--- src/include/network_performance_report_pkg.sv ---
`default_nettype none
package network_performance_report_pkg;
    // Register byte offsets on APB
    localparam logic [7:0] ADDR_CTRL = 8'h00;
    localparam logic [7:0] ADDR_THRESH = 8'h04;
    localparam logic [7:0] ADDR_STATUS = 8'h08;
    localparam logic [7:0] ADDR_REPORT = 8'h0C;
    localparam logic [7:0] ADDR_SENT = 8'h10;
    localparam logic [7:0] ADDR_DROP = 8'h14;
    localparam logic [7:0] ADDR_COUNTS = 8'h18;
    // Control fields and reset values
    localparam int CTRL_FS_MON = 0;
    localparam int CTRL_CUST = 1;
    localparam int CTRL_EN = 2;
    localparam logic [31:0] CTRL_RESET = 32'h0000_0004;
    localparam logic [31:0] THRESH_RESET = 32'h0140_0140;
    // Frame constants
    localparam logic [7:0] FLAG_OCT = 8'h7E;
    localparam logic [7:0] SAPI_OCT = 8'h42;
    localparam logic [7:0] TEI_OCT = 8'h01;
    localparam logic [7:0] CTRL_OCT = 8'h03;
    localparam int FRAME_OCTETS = 11;
    localparam int HIST = 4;
    localparam logic [15:0] CRC_INIT = 16'hFFFF;
    localparam logic [15:0] CRC_POLY = 16'h8408;
    localparam logic [2:0] STUFF_RUN = 3'h5;
    // Count bands
    localparam int COUNT_W = 10;
    localparam logic [9:0] BAND_LOW_MAX = 10'd100;
    localparam logic [9:0] BAND_MID_MAX = 10'd319;
    localparam logic [9:0] SF_MID_MAX_FT = 10'd3;
    localparam logic [9:0] SF_MID_MAX_FTFS = 10'd7;

    typedef struct packed {
        logic near_crc;
        logic near_fe;
        logic far_crc;
        logic near_sef;
        logic far_sef;
    } err_events_s;

    typedef struct packed {
        logic [7:0] odd;
        logic [7:0] even;
    } report_s;
endpackage
`default_nettype wire

--- src/verilog/report_encoder.sv ---
`default_nettype none
module report_encoder
    import network_performance_report_pkg::*;
(
    // Completed second
    input wire logic [COUNT_W-1:0] near_crc_cnt,
    input wire logic [COUNT_W-1:0] near_fe_cnt,
    input wire logic [COUNT_W-1:0] far_crc_cnt,
    input wire logic near_sef,
    input wire logic far_sef,
    input wire logic perf_alert,
    // Mode
    input wire logic sf_mode,
    input wire logic fs_monitored,
    input wire logic [1:0] report_counter,
    // Encoded pair
    output report_s report
);
    // Returns {high, mid, low, single}
    function automatic logic [3:0] crc_band(input logic [COUNT_W-1:0] c);
        crc_band[0] = (c == 10'd1);
        crc_band[1] = (c > 10'd1) && (c <= BAND_LOW_MAX);
        crc_band[2] = (c > BAND_LOW_MAX) && (c <= BAND_MID_MAX);
        crc_band[3] = (c > BAND_MID_MAX);
    endfunction

    logic [3:0] nb, fb, sfb;
    logic [COUNT_W-1:0] sf_max;

    always_comb begin
        sf_max = fs_monitored ? SF_MID_MAX_FTFS : SF_MID_MAX_FT;
        sfb[0] = (near_fe_cnt == 10'd1);
        sfb[1] = 1'b0;
        sfb[2] = (near_fe_cnt > 10'd1) && (near_fe_cnt <= sf_max);
        sfb[3] = (near_fe_cnt > sf_max);
        nb = sf_mode ? sfb : crc_band(near_crc_cnt);
        fb = crc_band(far_crc_cnt);
        report.odd = {nb[0], nb[1], near_sef, 1'b0,
                      nb[2], nb[3], perf_alert, sf_mode};
        report.even = {fb[0], fb[1], far_sef, 1'b0,
                       fb[2], fb[3], report_counter};
    end
endmodule
`default_nettype wire

--- src/verilog/hdlc_tx.sv ---
`default_nettype none
module hdlc_tx
    import network_performance_report_pkg::*;
#(
    parameter int N_OCT = FRAME_OCTETS
) (
    // Clock and reset
    input wire logic pclk,
    input wire logic presetn,
    // Frame request
    input wire logic start,
    input wire logic [N_OCT*8-1:0] payload,
    // Link bit slots
    input wire logic slot,
    output logic tx_bit,
    output logic active,
    output logic done
);
    typedef enum logic [2:0] {IDLE, OPEN, BODY, FCS, CLOSE} tx_state_e;
    localparam int IW = $clog2(N_OCT * 8);
    localparam logic [IW-1:0] BODY_LAST = IW'(N_OCT * 8 - 1);

    tx_state_e st_r;
    logic [IW-1:0] idx_r;
    logic [2:0] ones_r;
    logic [15:0] crc_r;
    logic [N_OCT*8-1:0] frame_r;
    logic stuff, b;

    assign stuff = (ones_r == STUFF_RUN);
    // Check octets go out complement-first-bit order of the CRC register
    assign b = (st_r == FCS) ? ~crc_r[idx_r[3:0]] : frame_r[idx_r];
    assign active = (st_r != IDLE);

    always_ff @(posedge pclk or negedge presetn) begin
        if (!presetn) begin
            st_r <= IDLE;
            idx_r <= '0;
            ones_r <= '0;
            crc_r <= CRC_INIT;
            frame_r <= '0;
            tx_bit <= 1'b1;
            done <= 1'b0;
        end else begin
            done <= 1'b0;
            if (st_r == IDLE && start) begin
                frame_r <= payload; // Frozen while it goes out
                st_r <= OPEN;
                idx_r <= '0;
            end else if (slot) begin
                case (st_r)
                    OPEN, CLOSE: begin
                        if (st_r == CLOSE && stuff) begin
                            tx_bit <= 1'b0;
                            ones_r <= '0;
                        end else begin
                            tx_bit <= FLAG_OCT[idx_r[2:0]];
                            idx_r <= (idx_r[2:0] == 3'h7) ? '0 : idx_r + 1'b1;
                            if (idx_r[2:0] == 3'h7) begin
                                st_r <= (st_r == OPEN) ? BODY : IDLE;
                                done <= (st_r == CLOSE);
                                crc_r <= CRC_INIT;
                                ones_r <= '0;
                            end
                        end
                    end
                    BODY, FCS: begin
                        if (stuff) begin
                            tx_bit <= 1'b0;
                            ones_r <= '0;
                        end else begin
                            tx_bit <= b;
                            ones_r <= b ? ones_r + 3'h1 : 3'h0;
                            if (st_r == BODY) begin
                                crc_r <= (crc_r >> 1) ^
                                    ((crc_r[0] ^ b) ? CRC_POLY : 16'h0000);
                            end
                            if (st_r == BODY && idx_r == BODY_LAST) begin
                                st_r <= FCS;
                                idx_r <= '0;
                            end else if (st_r == FCS && idx_r == IW'(15)) begin
                                st_r <= CLOSE;
                                idx_r <= '0;
                            end else begin
                                idx_r <= idx_r + 1'b1;
                            end
                        end
                    end
                    IDLE: begin
                        // Last flag bit is a zero; return the line to idle
                        tx_bit <= 1'b1;
                    end
                    default: st_r <= IDLE;
                endcase
            end
        end
    end
endmodule
`default_nettype wire

--- src/verilog/network_performance_report_framer.sv ---
// Our own choices: the register addresses and register access over APB.
`default_nettype none
module network_performance_report_framer
    import network_performance_report_pkg::*;
(
    // Clock and reset
    input wire logic pclk,
    input wire logic presetn,
    // APB slave
    input wire logic [7:0] paddr,
    input wire logic psel,
    input wire logic penable,
    input wire logic pwrite,
    input wire logic [31:0] pwdata,
    output logic [31:0] prdata,
    output logic pready,
    output logic pslverr,
    // Line events and framing state
    input wire err_events_s ev,
    input wire logic ci_sf_framing,
    input wire logic second_tick,
    // Customer report channel
    input wire logic cust_report_done,
    input wire logic [1:0] cust_report_count,
    // Data link
    input wire logic dl_slot,
    input wire logic dl_busy,
    output logic dl_bit,
    output logic dl_drive
);
    logic [31:0] ctrl_r;
    logic [31:0] thresh_r;
    logic [COUNT_W-1:0] near_crc_r, near_fe_r, far_crc_r;
    logic near_sef_r, far_sef_r;
    logic [COUNT_W-1:0] last_near_r, last_far_r;
    logic [1:0] cnt_r, cust_cnt_r, cnt_use;
    report_s hist_r [HIST];
    logic pending_r;
    logic [15:0] sent_r, drop_r;
    logic [31:0] prdata_r;
    logic [COUNT_W-1:0] near_sel;
    logic perf_alert;
    report_s enc;
    logic cust_mode, trigger, start_tx;
    logic tx_active, tx_done;
    logic [FRAME_OCTETS*8-1:0] payload;
    logic [7:0] octets [FRAME_OCTETS];
    logic wr_en, setup;

    // Saturate rather than wrap so a storm still lands in the top band
    function automatic logic [COUNT_W-1:0] sat_inc(
        input logic [COUNT_W-1:0] c, input logic e);
        sat_inc = (e && c != '1) ? c + 1'b1 : c;
    endfunction

    function automatic logic reg_hit(input logic [7:0] a);
        case (a)
            ADDR_CTRL, ADDR_THRESH, ADDR_STATUS, ADDR_REPORT,
            ADDR_SENT, ADDR_DROP, ADDR_COUNTS: reg_hit = 1'b1;
            default: reg_hit = 1'b0;
        endcase
    endfunction

    assign cust_mode = ctrl_r[CTRL_CUST];

    // APB: zero wait states, error on unmapped offsets
    assign setup = psel && !penable;
    assign wr_en = psel && penable && pwrite && reg_hit(paddr);
    assign pready = 1'b1;
    assign pslverr = psel && penable && !reg_hit(paddr);
    assign prdata = prdata_r;

    always_ff @(posedge pclk or negedge presetn) begin
        if (!presetn) begin
            ctrl_r <= CTRL_RESET;
            thresh_r <= THRESH_RESET;
        end else if (wr_en) begin
            if (paddr == ADDR_CTRL) begin
                ctrl_r <= {29'h0, pwdata[2:0]};
            end
            if (paddr == ADDR_THRESH) begin
                thresh_r <= pwdata;
            end
        end
    end

    // Read data is captured in the setup phase so it comes from a flop
    always_ff @(posedge pclk or negedge presetn) begin
        if (!presetn) begin
            prdata_r <= 32'h0000_0000;
        end else if (setup && !pwrite) begin
            case (paddr)
                ADDR_CTRL: prdata_r <= ctrl_r;
                ADDR_THRESH: prdata_r <= thresh_r;
                ADDR_STATUS: prdata_r <= {26'h0, ci_sf_framing, tx_active,
                                          pending_r, 1'b0, cnt_use};
                ADDR_REPORT: prdata_r <= {16'h0, hist_r[0]};
                ADDR_SENT: prdata_r <= {16'h0, sent_r};
                ADDR_DROP: prdata_r <= {16'h0, drop_r};
                ADDR_COUNTS: prdata_r <= {6'h0, last_far_r,
                                          6'h0, last_near_r};
                default: prdata_r <= 32'h0000_0000;
            endcase
        end
    end

    // Per-second counting; an event in the boundary cycle opens the new
    // second instead of being lost
    always_ff @(posedge pclk or negedge presetn) begin
        if (!presetn) begin
            near_crc_r <= '0;
            near_fe_r <= '0;
            far_crc_r <= '0;
            near_sef_r <= 1'b0;
            far_sef_r <= 1'b0;
        end else if (second_tick) begin
            near_crc_r <= COUNT_W'(ev.near_crc);
            near_fe_r <= COUNT_W'(ev.near_fe);
            far_crc_r <= COUNT_W'(ev.far_crc);
            near_sef_r <= ev.near_sef;
            far_sef_r <= ev.far_sef;
        end else begin
            near_crc_r <= sat_inc(near_crc_r, ev.near_crc);
            near_fe_r <= sat_inc(near_fe_r, ev.near_fe);
            far_crc_r <= sat_inc(far_crc_r, ev.far_crc);
            near_sef_r <= near_sef_r | ev.near_sef;
            far_sef_r <= far_sef_r | ev.far_sef;
        end
    end

    // Alert compares the near count in use and the far count
    always_comb begin
        near_sel = ci_sf_framing ? near_fe_r : near_crc_r;
        perf_alert = (near_sel > thresh_r[COUNT_W-1:0]) ||
                     (far_crc_r > thresh_r[16 +: COUNT_W]);
    end

    // Report counter follows the customer's count when CTRL_CUST is set
    always_ff @(posedge pclk or negedge presetn) begin
        if (!presetn) begin
            cnt_r <= 2'h0;
            cust_cnt_r <= 2'h0;
        end else begin
            if (cust_report_done) begin
                cust_cnt_r <= cust_report_count;
            end
            if (second_tick) begin
                cnt_r <= cnt_use + 2'h1;
            end
        end
    end
    assign cnt_use = cust_mode ? cust_cnt_r : cnt_r;

    report_encoder u_enc (
        .near_crc_cnt(near_crc_r),
        .near_fe_cnt(near_fe_r),
        .far_crc_cnt(far_crc_r),
        .near_sef(near_sef_r),
        .far_sef(far_sef_r),
        .perf_alert(perf_alert),
        .sf_mode(ci_sf_framing),
        .fs_monitored(ctrl_r[CTRL_FS_MON]),
        .report_counter(cnt_use),
        .report(enc)
    );

    // Four-second history, newest at index 0
    always_ff @(posedge pclk or negedge presetn) begin
        if (!presetn) begin
            for (int i = 0; i < HIST; i++) begin
                hist_r[i] <= '0;
            end
            last_near_r <= '0;
            last_far_r <= '0;
        end else if (second_tick) begin
            hist_r[0] <= enc;
            for (int i = 1; i < HIST; i++) begin
                hist_r[i] <= hist_r[i-1];
            end
            last_near_r <= near_sel;
            last_far_r <= far_crc_r;
        end
    end

    // Frame contents between the flags, first octet in the low bits
    assign octets[0] = SAPI_OCT;
    assign octets[1] = TEI_OCT;
    assign octets[2] = CTRL_OCT;
    genvar g;
    generate
        for (g = 0; g < HIST; g++) begin : g_pair
            assign octets[3 + 2*g] = hist_r[g].odd;
            assign octets[4 + 2*g] = hist_r[g].even;
        end
        for (g = 0; g < FRAME_OCTETS; g++) begin : g_flat
            assign payload[g*8 +: 8] = octets[g];
        end
    endgenerate

    // One message per interval: the customer report in that mode, the
    // second tick otherwise. A message still waiting when the next
    // interval opens is dropped; once on the wire it always completes.
    assign trigger = cust_mode ? cust_report_done : second_tick;
    assign start_tx = pending_r && dl_slot && !dl_busy && !tx_active &&
                      ctrl_r[CTRL_EN];

    always_ff @(posedge pclk or negedge presetn) begin
        if (!presetn) begin
            pending_r <= 1'b0;
            drop_r <= 16'h0000;
        end else begin
            if (trigger && ctrl_r[CTRL_EN]) begin
                pending_r <= 1'b1;
            end else if (start_tx) begin
                pending_r <= 1'b0;
            end
            if (trigger && pending_r && !start_tx && drop_r != 16'hFFFF) begin
                drop_r <= drop_r + 16'h0001;
            end
        end
    end

    always_ff @(posedge pclk or negedge presetn) begin
        if (!presetn) begin
            sent_r <= 16'h0000;
        end else if (tx_done && sent_r != 16'hFFFF) begin
            sent_r <= sent_r + 16'h0001;
        end
    end

    // Our opening flag trails the customer's closing flag, so the
    // separation of at least one flag holds by construction
    hdlc_tx #(
        .N_OCT(FRAME_OCTETS)
    ) u_tx (
        .pclk(pclk),
        .presetn(presetn),
        .start(start_tx),
        .payload(payload),
        .slot(dl_slot),
        .tx_bit(dl_bit),
        .active(tx_active),
        .done(tx_done)
    );

    assign dl_drive = tx_active;
endmodule
`default_nettype wire

--- config.mk ---
export PLATFORM = sky130hd
export DESIGN_NAME = network_performance_report_framer
export DESIGN_NICKNAME = d
export VERILOG_FILES = /design/src/include/network_performance_report_pkg.sv /design/src/verilog/report_encoder.sv /design/src/verilog/hdlc_tx.sv /design/src/verilog/network_performance_report_framer.sv
export SDC_FILE = /design/constraint.sdc
export NUM_CORES = 1
export LEC_CHECK = 0
export BUFFER_PORTS_ARGS = -buffer_cell sky130_fd_sc_hd__buf_4
export CORE_MARGIN = 3
export CORE_UTILIZATION = 35
export DETAILED_ROUTE_END_ITERATION = 6
export PLACE_DENSITY = 0.6
export SYNTH_ARGS = -nofsm -noshare
export SYNTH_HDL_FRONTEND = slang
export SYNTH_SLANG_ARGS = --single-unit
--- constraint.sdc ---
create_clock -name pclk -period 3.5 [get_ports pclk]
set_clock_uncertainty 0.15 [all_clocks]
set_input_delay 1.05 -clock pclk [delete_from_list [all_inputs] [get_ports pclk]]
set_output_delay 1.05 -clock pclk [all_outputs]
set_load 0.02 [all_outputs]
==> metrics.cfg, run 1 <==
[critical_path]
worstSetupEndpointType=primary output
cp_max_fo=6
crit_required_ns=2.30
crit_type=in -> out
setup.worst_path.start_class=input pin
arrival_ns=1.97

[power_and_ir_drop]
p_leak_nw=7.75
peakVddDrop_mv=0.317
p_switching_mw=2.86
powerDensity_nw_per_um2=575
combPwrFrac_pct=19.1
switching_share_pct=29.6
clkPwrFrac_pct=36.6
seq_power_share_pct=44.3
p_int_mw=6.81

[finish]
fin_util_pct=42.0
diodes=0
fin_nets=1510
areaGrowthSynthToFinish_pct=17.4
drive_gt1_share_pct=24.9

[global_routing]
grt_pass1_wl_um=58200
grt_overflow=0
grt_max_degree=123
grt_use_total_pct=16.6
antenna_found_initial=0
grt_pass1_vias=10600

[clock_tree]
cts_tree=done
clk_pin_slew_worst_paths_ns=0.06
cts-root-buf=clkbuf_16
cts_resized=0
numCtsBuffers=35
clockBufferDepth=3
ctsHoldBuffers=0
clkLatencyLatePin_ns=0.53
post-cts-setup-buffer-count=0
cts_sinks=300
htreeDepth=2

[die]
ios=93
die_h_um=208
row_count=73
core-area_um2=40100
die-width_um=208
initial_core_util_pct=35.8
die_area_um2=43400

[timing]
rsz0062_at_grt=false
setup_tns_ns=0
setup_violations=0
fmax_mhz=315
tightest_slew_ns=0.692
finalHoldViolCount=0
period_minus_slack_ns=3.17
slew_headroom_pct=53.5
post-route-period-util_pct=90.6
maxSlewViolCount=0

[synth]
ys_types=67
synth_area_leader_cell=dfrtp_1
synth_top_cell_area_share_pct=48.5
yosys_warnings=0
synthTopCellsByArea=dfrtp_1, mux2_2, dfstp_2, nor2_1, ha_1
async_flop_share_pct=100
syn_area_um2=14300
synth.most_common_cell=dfrtp_1
synth_seq_cells=300
synth_edf_count=0
seq_area_frac_synth_pct=52.6
syn_nets=1422
syn_avg_cell_area_um2=10.8
synth_ff_type=dfrtp_1
synth_common_cells=dfrtp_1, nor2_1, mux2_2
netlist_instances=1325

[detailed_routing]
drt_iter0_markers=615
vias_per_cell=5.25
routedWlPerCell_um=18.2
wl_um=35700
drc_errors=0
firstDrtPassIters=5
vias=10300
drt.antenna.violating_nets=0

[min_path]
hold_class=reg -> reg

[flow_run]
maxCapViolations=0

[placed_design]
finalWeightedCongestion=0.859
port_buffers=91
dp_hpwl_um=25300

[run_status]
status=finished, final reports clean

area by class of cell:
cell class / count / area [um2]
sequential: 300 / 7530
clock buffer: 46 / 960
timing repair buffer: 121 / 1020
multi-input combinational: 903 / 6330
tap: 525 / 657
fill: 3786 / 23300
clock inverter: 15 / 140
inverter: 52 / 195
worst max-delay path: stages:
cell    delay, ns
buf_4        0.11
or2_2        0.41
nor2_1       0.18
nor2_1       0.07
buf_4        0.15
cells by family (layout without fill, tap and decap cells):
family,after synthesis,count (layout),share of synthesized area [%]
mux,163,163,13.3
other cells,1,1,0.0262
simple gates,409,409,12.9
buf+inv,122,234,3.40
fa+ha+maj,41,41,3.56
xor+xnor,55,55,3.41
compound gates,234,234,10.9
flops,300,300,52.6
power groups by stage:
stage                     registers (mW)  logic [mW]  clock network (mW)
after floorplan                     4.18        1.32                   0
after global placement              4.33        1.82                   0
after detailed placement            4.34        1.85                   0
after CTS                           4.28        1.86                3.64
after global routing                4.34        2.05                3.79
final                               4.29        1.84                3.54
flip-flops by register name, indices dropped and copies added (netlist names):
register / count
ctrl_r: 3
thresh_r: 32
u_tx.frame_r: 57
u_tx.idx_r: 7
last_near_r: 10
near_sef_r: 1
far_sef_r: 1
pending_r: 1
u_tx.tx_bit: 1
hist_r: 56
u_tx.done: 1
u_tx.crc_r: 16
u_tx.st_r: 3
drop_r: 16
cnt_r: 2
near_fe_r: 10
cust_cnt_r: 2
prdata: 32
far_crc_r: 10
u_tx.ones_r: 3
sent_r: 16
near_crc_r: 10
last_far_r: 10
final timing paths:
| check | startpoint | endpoint | slack (ns) | cells after the start |
|---|---|---|---|---|
| worst max register to register | u_tx.idx_r[0]$_DFFE_PN0P_ | u_tx.ones_r[2]$_DFFE_PN0P_ | 0.55 | 7 |
| worst min-delay path | prdata[27]$_DFFE_PN0P_ | prdata[27]$_DFFE_PN0P_ | 0.32 | 2 |
| worst max-delay path | paddr[1] | pslverr | 0.33 | 5 |
| worst min register to register | prdata[27]$_DFFE_PN0P_ | prdata[27]$_DFFE_PN0P_ | 0.32 | 2 |
| max in group asynchronous | presetn | thresh_r[6]$_DFFE_PN1P_ | 1.99 | 2 |
| min in group asynchronous | presetn | u_tx.ones_r[0]$_DFFE_PN0P_ | 0.35 | 1 |
per-stage QoR:
stage / cells / cell area (um2) / total power [mW] / hold WS (ns) / setup slack, ns
floorplan: 1325 / 14300 / 5.50 / 0.295 / 0.00814
global placement: 1901 / 15700 / 6.15 / 0.304 / 0.290
detailed placement: 1901 / 15700 / 6.19 / 0.308 / 0.209
CTS: 1962 / 16800 / 9.78 / 0.322 / 0.327
global route: 1962 / 16800 / 10.2 / 0.348 / 0.258
finish: 1962 / 16800 / 9.67 / 0.319 / 0.329
per-layer routing:
layer | up-vias | part of all wire [%] | GRT usage (%) | wire [um]
met4 | 0 | 2.2 | 5.28 | 775
met2 | 232 | 48 | 26.5 | 17000
li1 | 4871 | - | - | -
met5 | - | 0 | 0 | 0
met1 | 5151 | 45 | 23.0 | 16200
met3 | 51 | 4.9 | 3.06 | 1760
placed cells by master (no fill, tap or decap), types with 5 or more instances in the layout:
cell	instances
a21oi_1	31
a221oi_1	18
clkbuf_16	37
nor2b_1	12
xnor2_1	30
mux2_2	142
o21ai_0	73
clkinv_2	8
o31ai_1	5
nand2b_1	6
o21a_1	11
nand3_1	39
nand2_1	125
xor2_1	24
mux4_2	8
ha_1	40
a21o_1	7
a22o_1	5
inv_1	52
a22oi_1	26
mux2i_1	13
dfrtp_1	278
or3_1	5
a31oi_1	20
buf_4	112
buf_12	8
and3_1	11
nor2_1	145
a222oi_1	7
clkbuf_1	9
nand4_1	20
nor3_1	16
dfstp_2	22
(Power assumes the default switching activity.)
==> inputs of run 2 (changes only) <==
Settings changed: CORE_ASPECT_RATIO set to 1.1.
==> run 2 against run 1 <==
  * Maximum frequency is 0.31% higher
  * Flip-flop and latch count stayed put
  * Largest cell class unchanged
  * Routed wire length is 2.3% lower
==> metrics.cfg, run 2 (synthesis results as in run 1) <==
[critical_path]
r2r_start=u_tx.idx_r[0]$_DFFE_PN0P_
crit_required_ns=2.30
slowest_stage=or2_2
reg2regPathDepth=8
crit_type=in -> out
arrival_ns=1.96
cp_max_fo=6
crit_chain=buf_4 -> or2_2 -> nor2_1 -> nor2_1 -> buf_4
r2r_end=u_tx.ones_r[2]$_DFFE_PN0P_
setup.worst_path.start_class=input pin
crit_family=simple AND/OR/NAND/NOR gates
slowest_delay_ns=0.41
reg2reg_slack_ns=0.48
worstSetupEndpointType=primary output
crit_buf_inv=2

[placed_design]
dp_slack_ns=0.203
finalWeightedCongestion=0.853
dp_hpwl_um=24900
port_buffers=91

[global_routing]
grt_overflow=0
grt_pass1_wl_um=56700
antenna_found_initial=0
grt_max_degree=123
grt_use_total_pct=16.3
grt_pass1_vias=10300

[clock_tree]
clk_pin_slew_worst_paths_ns=0.06
htreeDepth=2
numCtsBuffers=35
clkLatencyLatePin_ns=0.51
cts_tree=done
post-cts-setup-buffer-count=0
ctsHoldBuffers=0
cts-root-buf=clkbuf_16
cts_resized=0
cts_sinks=300
clockBufferDepth=3

[timing]
finalHoldViolCount=0
hold_ws_ns=0.317
setup_violations=0
setup_ws_ns=0.339
slew_headroom_pct=55.5
setup_tns_ns=0
maxSlewViolCount=0
post-route-period-util_pct=90.3
rsz0062_at_grt=false
fmax_mhz=316
tightest_slew_ns=0.663
period_minus_slack_ns=3.16

[power_and_ir_drop]
powerDensity_nw_per_um2=587
peakVddDrop_mv=0.283
p_leak_nw=7.80
power_mw=9.93

[finish]
fin_nets=1509
top_regs=u_tx.frame_r: 57 flops, hist_r: 56 flops
drive_gt1_share_pct=24.8
diodes=0
layout_common_cells=dfrtp_1, nor2_1, mux2_2, nand2_1, buf_4
fin_util_pct=41.9
largest_reg_flops=57
final_common_cell=dfrtp_1
areaGrowthSynthToFinish_pct=17.9
regMostFlops=u_tx.frame_r

[die]
row_count=77
die-width_um=199
die_area_um2=43400
ios=93
die_h_um=218
initial_core_util_pct=35.5
core-area_um2=40400

[detailed_routing]
vias=10200
highest_layer=met4
wl_um=34900
vias_per_cell=5.22
drt-met1-wl_um=15500
drt_iter0_markers=728
routedWlPerCell_um=17.9
drc_errors=0
route.met3.wl_um=1320
dr_wl_met2_um=17400
firstDrtPassIters=6
drt.antenna.violating_nets=0

[min_path]
hold_class=in -> async

[run_status]
status=finished, final reports clean

[flow_run]
maxCapViolations=0

-- run 2: layout make-up --
| cell class | count | area, um2 |
|---|---|---|
| inverters | 52 | 195 |
| multi-input cells | 903 | 6330 |
| clock buffers | 51 | 1020 |
| well taps | 513 | 642 |
| fillers | 3827 | 23500 |
| flip-flops and latches | 300 | 7530 |
| repair buffers | 120 | 996 |
| clock inverters | 11 | 186 |
-- run 2: power by group --
part / internal [mW] / total, mW / leakage (nW) / switching [mW]
combinational: 0.836 / 1.82 / 3.39 / 0.985
clock: 2.39 / 3.81 / 0.587 / 1.42
sequential: 3.88 / 4.30 / 3.82 / 0.419
total: 7.11 / 9.93 / 7.80 / 2.83
-- run 2: worst max path at each step --
| stage | from | to | slack, ns | depth (start not counted) |
|---|---|---|---|---|
| after floorplan | ci_sf_framing | hist_r[57]$_DFFE_PN0P_ | 0.008 | 12 |
| after global placement | second_tick | drop_r[11]$_DFFE_PN0P_ | 0.27 | 7 |
| after global routing | u_tx.idx_r[0]$_DFFE_PN0P_ | u_tx.ones_r[2]$_DFFE_PN0P_ | 0.20 | 8 |
| final | paddr[1] | pslverr | 0.34 | 5 |
| after detailed placement | ci_sf_framing | hist_r[57]$_DFFE_PN0P_ | 0.20 | 11 |
| after CTS | paddr[1] | pslverr | 0.34 | 5 |
-- run 2: layer usage --
layer  GRT usage (%)  vias up
met5               0        -
met3            2.61       44
li1                -     4854
met2            27.9      204
met4            4.29        0
met1            21.5     5084
-- run 2: stage by stage --
stage                     instance area, um2  cells
after floorplan                        14300   1325
after global placement                 15700   1888
after detailed placement               15700   1888
after CTS                              16900   1950
after global routing                   16900   1950
final                                  16900   1950
-- run 2: worst register-to-register path: cells and delay by family (launching register included) --
| kind | cells | cell delay (ns) |
|---|---|---|
| DFF | 1 | 0.61 |
| and+or+nand+nor | 3 | 0.98 |
| AOI/OAI and AO/OA | 5 | 1.24 |
==> inputs of run 3 (changes only) <==
Settings changed: ABC_AREA set to 1.
==> run 3 against run 2 <==
  * Clock-buffer cell count down 3
  * Die area is 2.9% higher
  * Combinational power increased by 8%
  * Routed wire length up 9.7%
  * First-iteration DRC count grew 5.1%
  * Critical path type unchanged
  * Highest routed layer is now met5
==> metrics.cfg, run 3 <==
[detailed_routing]
drt_iter0_markers=765
drt.antenna.violating_nets=0
routedWlPerCell_um=15.8
drc_errors=0
firstDrtPassIters=5
vias=12000
vias_per_cell=4.95
wl_um=38300

[critical_path]
crit_required_ns=2.30
r2r_start=u_tx.idx_r[0]$_DFFE_PN0P_
crit_chain=buf_4 -> nor2_1 -> inv_1 -> a311oi_1 -> nor2_1 -> buf_4
reg2reg_slack_ns=0.86
crit_buf_inv=3
crit_type=in -> out
slowest_delay_ns=0.33
arrival_ns=1.96
slowest_stage=a311oi_1
setup.worst_path.start_class=input pin
cp_max_fo=4
cp-startpoint=paddr[1]
crit_family=buffers and inverters
worstSetupEndpointType=primary output

[synth]
async_flop_share_pct=100
syn_avg_cell_area_um2=8.47
syn_nets=1840
synth_area_leader_cell=dfrtp_1
synth.most_common_cell=nand2_1
synthTopCellsByArea=dfrtp_1, nand2_1, o21ai_0, inv_1, dfstp_2
syn_area_um2=14800
synth_common_cells=nand2_1, dfrtp_1, inv_1
ys_types=55
synth_ff_type=dfrtp_1
synth_edf_count=0
yosys_warnings=0
seq_area_frac_synth_pct=51.0
synth_seq_cells=300
synth_top_cell_area_share_pct=47.1
netlist_instances=1743

[timing]
period_minus_slack_ns=3.16
setup_ws_ns=0.342
hold_ws_ns=0.329
finalHoldViolCount=0
tightest_slew_ns=0.978
setup_tns_ns=0
setup_violations=0
slew_headroom_pct=34.8
rsz0062_at_grt=false
maxSlewViolCount=0
fmax_mhz=317
post-route-period-util_pct=90.2

[die]
row_count=78
die_h_um=221
die-width_um=202
core-area_um2=41500
ios=93
initial_core_util_pct=35.6
die_area_um2=44700

[clock_tree]
cts_tree=done
ctsHoldBuffers=0
post-cts-setup-buffer-count=0
cts-root-buf=clkbuf_16
cts_sinks=300
clockBufferDepth=3
cts_resized=0
clk_pin_slew_worst_paths_ns=0.06
htreeDepth=2
clkLatencyLatePin_ns=0.54
numCtsBuffers=34

[run_status]
status=finished, final reports clean

[power_and_ir_drop]
powerDensity_nw_per_um2=580
p_leak_nw=8.27
peakVddDrop_mv=0.368

[global_routing]
grt_pass1_wl_um=62900
grtUsageMet1_pct=23.0
antenna_found_initial=1
grt_pass1_vias=11700
grt_use_met3_pct=3.03
grt-busiest-layer=met2
grt_use_total_pct=17.2
use_met2_pct=28.7
grt_overflow=0
grt_max_degree=150

[placed_design]
finalWeightedCongestion=0.865
port_buffers=91
dp_hpwl_um=26500
dp_slack_ns=0.333

[finish]
largest_reg_flops=57
fin_nets=1925
drive_gt1_share_pct=14.0
layout_common_cells=nand2_1, dfrtp_1, inv_1, o21ai_0, buf_4
regMostFlops=u_tx.frame_r
top_regs=u_tx.frame_r: 57 flops, hist_r: 56 flops
fillCellCount=4133
areaGrowthSynthToFinish_pct=17.6
diodes=0
final_common_cell=nand2_1

[min_path]
hold_class=reg -> reg
hold_path.startpoint=hist_r[50]$_DFFE_PN0P_

[flow_run]
maxCapViolations=0

-- run 3: changes by cell type in the layout (fill, tap and decap cells not counted), sizes merged, moves of 12 or more --
| cell | previous run | this run |
|---|---|---|
| o21ai | 74 | 215 |
| a221oi | 18 | 4 |
| a21oi | 31 | 63 |
| a31oi | 20 | 1 |
| xnor2 | 31 | 6 |
| inv | 52 | 247 |
| nor2b | 12 | 0 |
| nand3 | 39 | 85 |
| nand2 | 125 | 430 |
| o22ai | 3 | 35 |
| nor2 | 146 | 89 |
| mux2 | 142 | 31 |
| a22oi | 26 | 14 |
-- run 3: metrics by stage --
step                      power (mW)  instance area (um2)  util (%)  std cells
after detailed placement        6.09                16100      38.8       2352
after floorplan                 5.46                14800         -       1743
after CTS                       10.2                17400      41.9       2414
after global routing            10.6                17400      41.9       2414
final                           10.1                17400      41.9       2414
after global placement          6.06                16100      38.8       2352
-- run 3: worst paths after layout --
path | end | cells past startpoint
hold reg to reg | hist_r[34]$_DFFE_PN0P_ | 2
setup / recovery | pslverr | 6
max in group asynchronous | thresh_r[24]$_DFFE_PN1P_ | 2
hold / removal | hist_r[34]$_DFFE_PN0P_ | 2
setup reg to reg | u_tx.crc_r[10]$_DFFE_PN1P_ | 16
min in group asynchronous | u_tx.ones_r[0]$_DFFE_PN0P_ | 1
-- run 3: layout make-up --
type                       instances  area, um2  area share, %
sequential                       300       7530           43.4
multi-input combinational       1130       5980           34.4
clock buffer                      48       1030           5.92
timing repair buffer             114        938           5.40
inverter                         248        933           5.38
tap                              560        701           4.04
clock inverter                    14        250           1.44
-- run 3: report_power, final --
group	switching [mW]	internal (mW)	total (mW)
registers	0.263	3.80	4.06
clock network	1.47	2.57	4.04
logic	1.35	0.619	1.97
-- run 3: kinds of logic after synthesis --
logic type,share of synthesized area (%)
simple gates,19.1
other cells,0.0254
mux,2.50
xor+xnor,2.02
buf+inv,8.49
compound gates,13.4
flops,51.0
fa+ha+maj,3.39
-- run 3: layer usage --
metal / vias to the layer above / part of all wire, %
li1: 5864 / -
met1: 5761 / 45
met2: 276 / 49
met3: 55 / 4.6
met4: 2 / 2.1
met5: - / 0.018
-- run 3: worst register-to-register path, stage by stage (launching register included) --
cell,delay [ns]
dfrtp_1,0.59
buf_4,0.48
nand2_1,0.13
a21oi_1,0.14
nand2_1,0.10
nand3_1,0.10
nand2_1,0.08
nand2_1,0.07
nand3_1,0.09
nand2_1,0.07
nand2_1,0.11
nand2_2,0.13
nand2_1,0.10
nand3_1,0.07
nand3_1,0.07
nand2_1,0.07
inv_1,0.04
